<file path="src/exec_defs.svh">
// Constants for the subtract, swap, special-register and halt execute block.
`ifndef EXEC_DEFS_SVH
`define EXEC_DEFS_SVH
`define SPECIAL_SEL_MIN 4'h7
`define SPECIAL_SEL_MAX 4'hf
`define FILE_ADDR_MAX   6'h3f
`define ACC_RESET       8'h00
`define FILE_RESET      8'h00
`define SPECIAL_RESET   8'h00
`define WDT_CLEAR       8'h00
`define FLAG_TO_RESET   1'b1
`define FLAG_PD_RESET   1'b1
`endif

</file>
<file path="src/exec_pkg.sv">
// Types shared by the execute block, its assertion checker and its bench.
package exec_pkg;
    typedef enum logic [2:0]
    {
        OP_NONE         = 3'h0,
        OP_SUB_IMM_BRW  = 3'h1,
        OP_LOAD_SPECIAL = 3'h2,
        OP_STORE_SPEC   = 3'h3,
        OP_HALT_ENTRY   = 3'h4,
        OP_SUB_ACC_FILE = 3'h5,
        OP_NIBBLE_EXCH  = 3'h6
    } op_t;
    typedef enum logic [1:0]
    {
        ST_RUN    = 2'b00,
        ST_HALTED = 2'b01
    } core_state_t;
endpackage

</file>
<file path="src/alu_if.sv">
// Operand and result bundle between the execute block and the adder.
`timescale 1ns/1ps
`default_nettype none
interface alu_if;
    logic [7:0] a;
    logic [7:0] b;
    logic       cin;
    logic [7:0] sum;
    logic       cout;
    logic       dc;
    modport master (output a, output b, output cin, input sum, input cout, input dc);
    modport slave  (input a, input b, input cin, output sum, output cout, output dc);
endinterface
`default_nettype wire

</file>
<file path="src/sub_adder.sv">
// Adder forming a + ~b + cin with carry out and digit carry.
`timescale 1ns/1ps
`default_nettype none
module sub_adder
(
    alu_if.slave port
);
    logic [4:0] low;
    logic [4:0] high;
    // Carry 1 means no borrow; digit carry is the carry out of bit 3.
    always_comb
    begin
        low  = {1'b0, port.a[3:0]} + {1'b0, ~port.b[3:0]} + {4'h0, port.cin};
        high = {1'b0, port.a[7:4]} + {1'b0, ~port.b[7:4]} + {4'h0, low[4]};
        port.sum  = {high[3:0], low[3:0]};
        port.cout = high[4];
        port.dc   = low[4];
    end
endmodule
`default_nettype wire

</file>
<file path="src/subtract_swap_exec.sv">
// Execute stage for subtract, nibble swap, special-register moves and halt entry.
// Notes on behaviour
// - Immediate plus inverted accumulator plus carry to accumulator.
// - Special register 7..15 copied to accumulator, flags kept.
// - Accumulator stored to special register 7..15, flags kept.
// - Halt clears watchdog counter and prescaler in one cycle.
// - Halt sets timeout flag, clears powerdown flag, stops.
// - File minus accumulator to chosen destination, flags updated.
// - Nibble swap of file register, flags untouched.
`timescale 1ns/1ps
`default_nettype none
`include "exec_defs.svh"
module subtract_swap_exec
    import exec_pkg::*;
#(
    parameter int FILE_DEPTH = 64
)
(
    input  wire logic       clk_sys_i,
    input  wire logic       rst_i,
    input  wire logic       op_valid_i,
    input  wire op_t        op_i,
    input  wire logic [7:0] imm_i,
    input  wire logic [5:0] file_addr_i,
    input  wire logic       dest_file_i,
    input  wire logic [3:0] special_sel_i,
    input  wire logic       wake_i,
    output logic [7:0]      accumulator_o,
    output logic            zero_flag_o,
    output logic            digit_carry_flag_o,
    output logic            carry_flag_o,
    output logic            timeout_flag_n_o,
    output logic            powerdown_flag_n_o,
    output logic            halted_o,
    output logic            wdt_clear_o,
    output logic [7:0]      watchdog_count_o,
    output logic [7:0]      watchdog_prescaler_o,
    output logic            illegal_op_o
);
    // The file address port is six bits wide, so no other depth can be served.
    if (FILE_DEPTH != 64)
    begin : g_depth_check
        $error("FILE_DEPTH must be 64 for six-bit file addresses.");
    end

    ////////////////////////////////////////////////////////////////////////////////
    logic [7:0]  accumulator;
    logic        carry_flag;
    logic [7:0]  file_regs [FILE_DEPTH];
    logic [7:0]  special_regs [16];
    core_state_t state;
    logic        go;
    logic        special_ok;
    logic [7:0]  file_val;
    logic [7:0]  swapped;
    alu_if       alu ();

    // Instructions are ignored while halted; only wake or reset returns to run.
    assign go         = op_valid_i && (state == ST_RUN);
    assign special_ok = (special_sel_i >= `SPECIAL_SEL_MIN)
                        && (special_sel_i <= `SPECIAL_SEL_MAX);
    assign file_val   = file_regs[file_addr_i];
    assign swapped    = {file_val[3:0], file_val[7:4]};

    always_comb
    begin
        alu.cin = 1'b1;
        alu.a   = file_val;
        alu.b   = accumulator;
        if (op_i == OP_SUB_IMM_BRW)
        begin
            alu.a   = imm_i;
            alu.cin = carry_flag;
        end
    end

    sub_adder u_adder
    (
        .port (alu.slave)
    );

    ////////////////////////////////////////////////////////////////////////////////
    always_ff @(posedge clk_sys_i or posedge rst_i)
    begin
        if (rst_i)
            state <= ST_RUN;
        else if (go && op_i == OP_HALT_ENTRY)
            state <= ST_HALTED;
        else if (wake_i)
            state <= ST_RUN;
    end

    always_ff @(posedge clk_sys_i or posedge rst_i)
    begin
        if (rst_i)
            accumulator <= `ACC_RESET;
        else if (go)
        begin
            case (op_i)
                OP_SUB_IMM_BRW:  accumulator <= alu.sum;
                OP_LOAD_SPECIAL:
                    if (special_ok)
                        accumulator <= special_regs[special_sel_i];
                OP_SUB_ACC_FILE:
                    if (!dest_file_i)
                        accumulator <= alu.sum;
                OP_NIBBLE_EXCH:
                    if (!dest_file_i)
                        accumulator <= swapped;
                default: ;
            endcase
        end
    end

    generate
        for (genvar i = 0; i < FILE_DEPTH; i++)
        begin : g_file
            always_ff @(posedge clk_sys_i or posedge rst_i)
            begin
                if (rst_i)
                    file_regs[i] <= `FILE_RESET;
                else if (go && dest_file_i && file_addr_i == 6'(i))
                begin
                    if (op_i == OP_SUB_ACC_FILE)
                        file_regs[i] <= alu.sum;
                    else if (op_i == OP_NIBBLE_EXCH)
                        file_regs[i] <= swapped;
                end
            end
        end
        for (genvar s = 0; s < 16; s++)
        begin : g_special
            always_ff @(posedge clk_sys_i or posedge rst_i)
            begin
                if (rst_i)
                    special_regs[s] <= `SPECIAL_RESET;
                else if (go && op_i == OP_STORE_SPEC && special_ok && special_sel_i == 4'(s))
                    special_regs[s] <= accumulator;
            end
        end
    endgenerate

    ////////////////////////////////////////////////////////////////////////////////
    // Moves and swaps leave the status flags alone.
    always_ff @(posedge clk_sys_i or posedge rst_i)
    begin
        if (rst_i)
        begin
            carry_flag         <= 1'b0;
            zero_flag_o        <= 1'b0;
            digit_carry_flag_o <= 1'b0;
        end
        else if (go && (op_i == OP_SUB_IMM_BRW || op_i == OP_SUB_ACC_FILE))
        begin
            carry_flag         <= alu.cout;
            digit_carry_flag_o <= alu.dc;
            zero_flag_o        <= (alu.sum == 8'h00);
        end
    end

    always_ff @(posedge clk_sys_i or posedge rst_i)
    begin
        if (rst_i)
        begin
            timeout_flag_n_o   <= `FLAG_TO_RESET;
            powerdown_flag_n_o <= `FLAG_PD_RESET;
        end
        else if (go && op_i == OP_HALT_ENTRY)
        begin
            timeout_flag_n_o   <= 1'b1;
            powerdown_flag_n_o <= 1'b0;
        end
    end

    // The watchdog itself lives elsewhere; this holds the cleared image and a pulse.
    always_ff @(posedge clk_sys_i or posedge rst_i)
    begin
        if (rst_i)
        begin
            wdt_clear_o          <= 1'b0;
            watchdog_count_o     <= `WDT_CLEAR;
            watchdog_prescaler_o <= `WDT_CLEAR;
        end
        else
        begin
            wdt_clear_o <= go && op_i == OP_HALT_ENTRY;
            if (go && op_i == OP_HALT_ENTRY)
            begin
                watchdog_count_o     <= `WDT_CLEAR;
                watchdog_prescaler_o <= `WDT_CLEAR;
            end
        end
    end

    always_ff @(posedge clk_sys_i or posedge rst_i)
    begin
        if (rst_i)
            illegal_op_o <= 1'b0;
        else
            illegal_op_o <= go && !special_ok
                            && (op_i == OP_LOAD_SPECIAL || op_i == OP_STORE_SPEC);
    end

    always_ff @(posedge clk_sys_i or posedge rst_i)
    begin
        if (rst_i)
            halted_o <= 1'b0;
        else
            halted_o <= (state == ST_HALTED && !wake_i) || (go && op_i == OP_HALT_ENTRY);
    end

    assign accumulator_o = accumulator;
    assign carry_flag_o  = carry_flag;
endmodule
`default_nettype wire

</file>
<file path="config.mk">
export PLATFORM = sky130hd
export DESIGN_NAME = subtract_swap_exec
export DESIGN_NICKNAME = d
export VERILOG_FILES = /design/src/exec_pkg.sv /design/src/alu_if.sv /design/src/sub_adder.sv /design/src/subtract_swap_exec.sv
export VERILOG_INCLUDE_DIRS = /design/src
export SDC_FILE = /design/constraint.sdc
export NUM_CORES = 2
export LEC_CHECK = 0
export BUFFER_PORTS_ARGS = -buffer_cell sky130_fd_sc_hd__buf_2
export CAP_MARGIN = 20
export CELL_PAD_IN_SITES_DETAIL_PLACEMENT = 1
export CELL_PAD_IN_SITES_GLOBAL_PLACEMENT = 1
export CORE_ASPECT_RATIO = 0.8
export CORE_MARGIN = 2
export CORE_UTILIZATION = 54
export DETAILED_ROUTE_END_ITERATION = 7
export GPL_ROUTABILITY_DRIVEN = 0
export PLACE_DENSITY_LB_ADDON = 0.05
export SYNTH_ARGS = -nofsm -noshare
export SYNTH_HDL_FRONTEND = slang
export SYNTH_SLANG_ARGS = --single-unit
</file>
<file path="constraint.sdc">
create_clock -name clk_sys_i -period 29.5 [get_ports clk_sys_i]
set_clock_uncertainty 0.05 [all_clocks]
set_input_delay 0 -clock clk_sys_i [delete_from_list [all_inputs] [get_ports clk_sys_i]]
set_output_delay 0 -clock clk_sys_i [all_outputs]
set_load 0.03 [all_outputs]
</file>
== Word-level counts from Yosys, hierarchy flattened ==
Cells that the tools add are included.

* Add/subtract/negate cells: 4
* Multipliers: 0
* Div/mod/pow operators: 0
* Order comparisons: 4
* Eq/ne operators: 88
* Shift-type cells: 0
* Multiplexer cells: 16
* Bitwise logic cells: 4
* Reductions and logical operators: 167

{| class="wikitable"
|+ Operators with widths
! kind !! number
|-
| $eq A6 B6 Y1 const B || 32
|-
| $reduce_and A2 Y1 || 64
|-
| $eq A6 B5 Y1 const B || 16
|-
| $logic_and A1 B1 Y1 || 90
|-
| $mux W8 || 10
|-
| $bmux W8 S6 || 1
|-
| $eq A6 B4 Y1 const B || 8
|-
| $bmux W8 S4 || 1
|-
| $eq A4 B4 Y1 const B || 8
|-
| $pmux W8 S4 || 1
|-
| $eq A6 B3 Y1 const B || 4
|-
| $eq A4 B3 Y1 const B || 4
|-
| $eq A6 B2 Y1 const B || 2
|-
| $add A4 B4 Y5 || 2
|-
| $add A5 B1 Y5 || 2
|-
| $eq A3 B3 Y1 const B || 3
|-
| $eq A4 B2 Y1 const B || 2
|-
| $logic_not A8 Y1 || 1
|-
| $not A4 Y4 || 2
|-
| $ge A7 B7 Y1 const B || 1
|-
| $not A6 Y7 || 1
|-
| $eq A3 B2 Y1 const B || 2
|-
| $eq A6 B1 Y1 const B || 1
|-
| $logic_not A6 Y1 || 1
|-
| other kinds (17) || 24
|}

* Flip-flop bits (word level): 657
* Bits in latches: 0
* Bits in writable memories: 0
* ROM bits: 0
* Logic and storage cells: 372
* Memories kept: 0

== Depth between registers and ports, before layout ==
* Depth in word-level cells: 10
* Mapped depth: 27
* Mapped depth without buffers: 21

== Hierarchy ==
A second synthesis with hierarchy kept.

* Cell total of the unflattened synthesis: 2877
* Area, all modules: 30757.0 um2

{| class="wikitable"
|+ Modules (own cells, without submodules)
! module !! instances !! cells each !! area each (um2) !! sequential area each (um2)
|-
| subtract_swap_exec || 1 || 2839 || 30444.2 || 16417.0
|-
| sub_adder || 1 || 38 || 312.8 || 0.0
|}

== Worst setup path before layout ==
Ideal clock, no wire load.

* Path type: input to register
* From: input file_addr_i[0]
* To: register file_regs[101] (netlist name)
* Library setup time: 0.133 ns
* Arrival: 4.399 ns
* Required time: 29.317 ns
* Path slack: 24.918 ns
* Cell stages on the path: 25
* Buffers on the path: 6
* Path through: buf_4 > and2_1 > buf_6 > buf_6 > buf_6 > a22oi_1 > a21oi_1 > or4_1 > mux2i_1 > nor2_1 > nor2_1 > fa_1 > inv_1 > fa_1 > inv_1 > a21o_1 > a21oi_1 > fa_1 > inv_1 > fa_1 > a22oi_2 > and2_1 > buf_2 > buf_2 > a21oi_1

* Word-level cells in the longest chain between the ends: 9
* Elaborated cells on any way between the ends: 14
* Classes of those cells: add/sub (4); eq/ne (1); mux (6); bitwise (1); reduce/logical (2)

{| class="wikitable"
|+ Ends and longest elaborated chain
! item !! line !! text
|-
| from (decl) || subtract_swap_exec.sv:24 || <nowiki>input wire logic [5:0] file_addr_i,</nowiki>
|-
| $not A6 Y7 (implied by the code) || subtract_swap_exec.sv:62 || <nowiki>assign file_val = file_regs[file_addr_i];</nowiki>
|-
| $bmux W8 S6 || subtract_swap_exec.sv:62 ||
|-
| $mux W8 (implied by the code) (2 in series) || subtract_swap_exec.sv:62 ||
|-
| $mux W8 || subtract_swap_exec.sv:70 || <nowiki>if (op_i == OP_SUB_IMM_BRW)</nowiki>
|-
| $add A4 B4 Y5 || sub_adder.sv:13 || <nowiki>low = {1'b0, port.a[3:0]} + {1'b0, ~port.b[3:0]} + {4'h0, port.cin};</nowiki>
|-
| $add A5 B1 Y5 || sub_adder.sv:13 ||
|-
| $add A5 B1 Y5 || sub_adder.sv:14 || <nowiki>high = {1'b0, port.a[7:4]} + {1'b0, ~port.b[7:4]} + {4'h0, low[4]};</nowiki>
|-
| $mux W8 || subtract_swap_exec.sv:124 || <nowiki>if (op_i == OP_SUB_ACC_FILE)</nowiki>
|-
| to (signal, indexed assignment) || subtract_swap_exec.sv:121 || <nowiki>file_regs[i] <= `FILE_RESET;</nowiki>
|-
| to (signal, indexed assignment) || subtract_swap_exec.sv:125 || <nowiki>file_regs[i] <= alu.sum;</nowiki>
|-
| to (signal, indexed assignment) || subtract_swap_exec.sv:127 || <nowiki>file_regs[i] <= swapped;</nowiki>
|-
| to (decl) || subtract_swap_exec.sv:49 || <nowiki>logic [7:0] file_regs [FILE_DEPTH];</nowiki>
|}

Parallel ways exist; a longest one is shown, timed or not. The select of a mux whose other input is x is not followed.
A chain may end at the register's enable or synchronous reset.

== Worst setup path in the final report ==
* From: input file_addr_i[1]
* To: register file_regs[69] (netlist name)

The elaborated chain is that of the path after synthesis.

==> flow_metrics.env <==
export IMPL_initial_utilization_pct=54.4
export IMPL_synth_compound_area_share_pct=15.3
export IMPL_yosys_area_share_adder_pct=0.518
export IMPL_met2_usage_pct=48.4
export IMPL_ys_seq_area_share_pct=54.8
export IMPL_setup_violations=0
export IMPL_clkLatencyLatePin_ps=600
export IMPL_dieArea_um2=57400
export IMPL_final_common_cell="dfrtp_1"
export IMPL_dr_pass1_iters=5
export IMPL_hold_path_class="primary input to asynchronous set/reset pin"
export IMPL_antennaDiodeCount=0
export IMPL_core_um2=55000
export IMPL_final_cell_area_um2=32400
export IMPL_synth_async_reset_ratio_pct=100
export IMPL_grt_pass1_wl_mm=137
export IMPL_leakage_nw=15.4
export IMPL_antenna_found_initial=0
export IMPL_crit_family="buffers and inverters"
export IMPL_nets=2854
export IMPL_synth_edff_count=0
export IMPL_slowest_stage="and2_2"
export IMPL_worst_pin_slew_ps=1080
export IMPL_gr_total_overflow=0
export IMPL_cts_repair_resized=0
export IMPL_grt_pass1_vias=23100
export IMPL_synth_mux_area_share_pct=12.2
export IMPL_core_rowCount=77
export IMPL_layout_common_cells="655 x dfrtp_1, 565 x nor2_1, 553 x a21oi_1, 273 x mux2i_1, 120 x a22oi_1"
export IMPL_gr_usage_met1_pct=45.6
export IMPL_relSlewSlack_pct=27.6
export IMPL_routed_wl_mm=87.4
export IMPL_fin_crit_sh_pct=28.5
export IMPL_max_freq_mhz=119
export IMPL_yosys_warnings=0
export IMPL_place_area_um2=29700
export IMPL_cpPeakStageDelay_ps=970
export IMPL_status="finished, final reports clean"
export IMPL_r2r_start="file_regs[64]"
export IMPL_maxSlewViolCount=0
export IMPL_wl_per_cell_um=24.1
export IMPL_cp_num_buf_inv=7
export IMPL_crit_required_ps=29880
export IMPL_synth_top_family_by_area="compound AO/OA/AOI/OAI gates"
export IMPL_avgSynthCellArea_um2=10.3
export IMPL_syn_cell_area_um2=29900
export IMPL_track_usage_pct=30.9
export IMPL_grt_max_degree=125
export IMPL_busiest_layer="met2"
export IMPL_ios=58
export IMPL_power_total_mw=2.20
export IMPL_clkSinkCount=656
export IMPL_grt_setup_unrepaired="no"
export IMPL_crit_top_cell="fa_1"
export IMPL_vias_per_cell=6.08
export IMPL_die_y_um=215
export IMPL_path_cells="buf_8, buf_4, buf_4, buf_4, mux2i_1, a21oi_1, nand3_1, and4_1, mux2i_1, nor2_1, nor2_1, fa_1, inv_1, fa_1, inv_1, a21o_1, a21oi_1, fa_1, inv_1, fa_1, a22oi_2, and2_2, a21oi_1"
export IMPL_worst_path_stages=23
export IMPL_min_period_ps=8410
export IMPL_die_w_um=267
export IMPL_numPortBuffers=40
export IMPL_synthCells=2904
export IMPL_drt_iter0_markers=1776
export IMPL_power_density_nw_per_um2=67.9
export IMPL_layout_drive_gt1_share_pct=11.5
export IMPL_cts_buffers=69
export IMPL_crit_start="file_addr_i[1]"
export IMPL_path_max_fanout=81
export IMPL_worstSetupStartpointType="primary input"
export IMPL_cts_tree="done"
export IMPL_reg2reg_depth=19
export IMPL_worst_setup_path_type="primary input to flip-flop"
export IMPL_cts_root_buf="clkbuf_16"
export IMPL_ys_ff_latch=656
export IMPL_drc=0
export IMPL_h_tree_depth=3
export IMPL_met3_usage_pct=4.42
export IMPL_final_hold_violation_count=0
export IMPL_dpl_hpwl_mm=54.4
export IMPL_ys_flop_type="dfrtp_1"
export IMPL_end_kind="flip-flop"
export IMPL_maxCapViolCount=0
export IMPL_ys_types=63
export IMPL_final_antenna_net_count=0
export IMPL_area_growth_syn_to_layout_pct=8.12
export IMPL_worstPathArrival_ps=8790
export IMPL_setup_tns_ps=0
export IMPL_yosys_area_share_simple_pct=11.1
export IMPL_vias=22000
export IMPL_irDropWorstVdd_mv=0.0612
export IMPL_fillCellCount=5849
export IMPL_clockBufferDepth=3
export IMPL_synth_xor_area_share_pct=0.117
export IMPL_clk_pin_slew_ps=60
## cells by family after synthesis
family / after synthesis
compound gates: 811
mux: 323
simple gates: 798
xor+xnor: 4
buf+inv: 300
flops: 656
fa+ha+maj: 10
other cells: 2
## sequential cells by signal, summed over array words and instances (netlist names)
name and flops:
accumulator_o 8, carry_flag_o 1, digit_carry_flag_o 1, file_regs 512, halted_o 1, illegal_op_o 1, powerdown_flag_n_o 1, special_regs 128
state 1, wdt_clear_o 1, zero_flag_o 1
## per-stage QoR
step / util [%] / setup WS, ps / cells / hold slack [ps]
after floorplan: - / 11070 / 2919 / 46.4
after global routing: 58.9 / 20700 / 3620 / 85.7
after global placement: 54.0 / 20960 / 3455 / 145
after CTS: 58.3 / 21180 / 3591 / 0.356
after detailed placement: 54.0 / 20580 / 3457 / 153
final: 58.9 / 21090 / 3620 / 55.6
## synth_stat cells (32+ instances only)
cell type / n / area share, %
a21oi_1: 553 / 9.2
a22oi_1: 120 / 3.0
buf_2: 87 / 1.5
buf_4: 36 / 0.90
buf_6: 48 / 1.8
clkbuf_1: 103 / 1.3
dfrtp_1: 655 / 55
mux2i_1: 273 / 9.1
mux4_2: 32 / 2.4
nand2_1: 110 / 1.4
nor2_1: 565 / 7.1
nor2_2: 32 / 0.67
o21ai_0: 73 / 1.2
## report_power, final
part	switching (mW)	internal, mW	total (mW)
Clock	0.357	0.507	0.864
Sequential	0.0382	0.951	0.989
Combinational	0.245	0.0999	0.345
Total	0.641	1.56	2.20
## final timing paths
kind,endpoint,slack [ps]
setup / recovery,file_regs[69],21090
hold / removal,file_regs[396],60
min in group clk_sys_i,accumulator_o[1],60
setup reg to reg,file_regs[69],23020
hold reg to reg,special_regs[89],320
max in group asynchronous,file_regs[316],26030
## what timing repair did
action / CTS / global route
hold endpoints to repair: 135 / 0
setup buffers: 0 / 0
hold buffers: 11 / 0
## final cells by class
type / count / area [um^2] / area share (%)
clock buffer: 114 / 2190 / 6.77
clock inverter: 9 / 58.8 / 0.182
timing repair buffer: 111 / 873 / 2.70
inverter: 17 / 71.3 / 0.220
tap: 750 / 938 / 2.90
multi-input combinational: 1963 / 11800 / 36.5
sequential: 656 / 16400 / 50.7
## metal layers
metal | share of wire, % | vias up
met5 | 0 | -
met4 | 2.3 | 0
met3 | 5.2 | 136
met2 | 46 | 562
met1 | 46 | 11500
li1 | - | 9814
## worst register-to-register path: stages (launching register included)
cell,delay (ps)
dfrtp_1,350
mux2i_1,70
a22oi_1,450
a21oi_1,160
or4_1,690
mux2i_1,310
nor2_1,100
nor2_1,130
fa_1,210
inv_1,70
fa_1,440
inv_1,90
a21o_1,110
a21oi_1,120
fa_1,420
inv_1,110
fa_1,500
a22oi_2,750
and2_2,980
a21oi_1,210
Note: power is estimated with default switching activity, not from simulation.
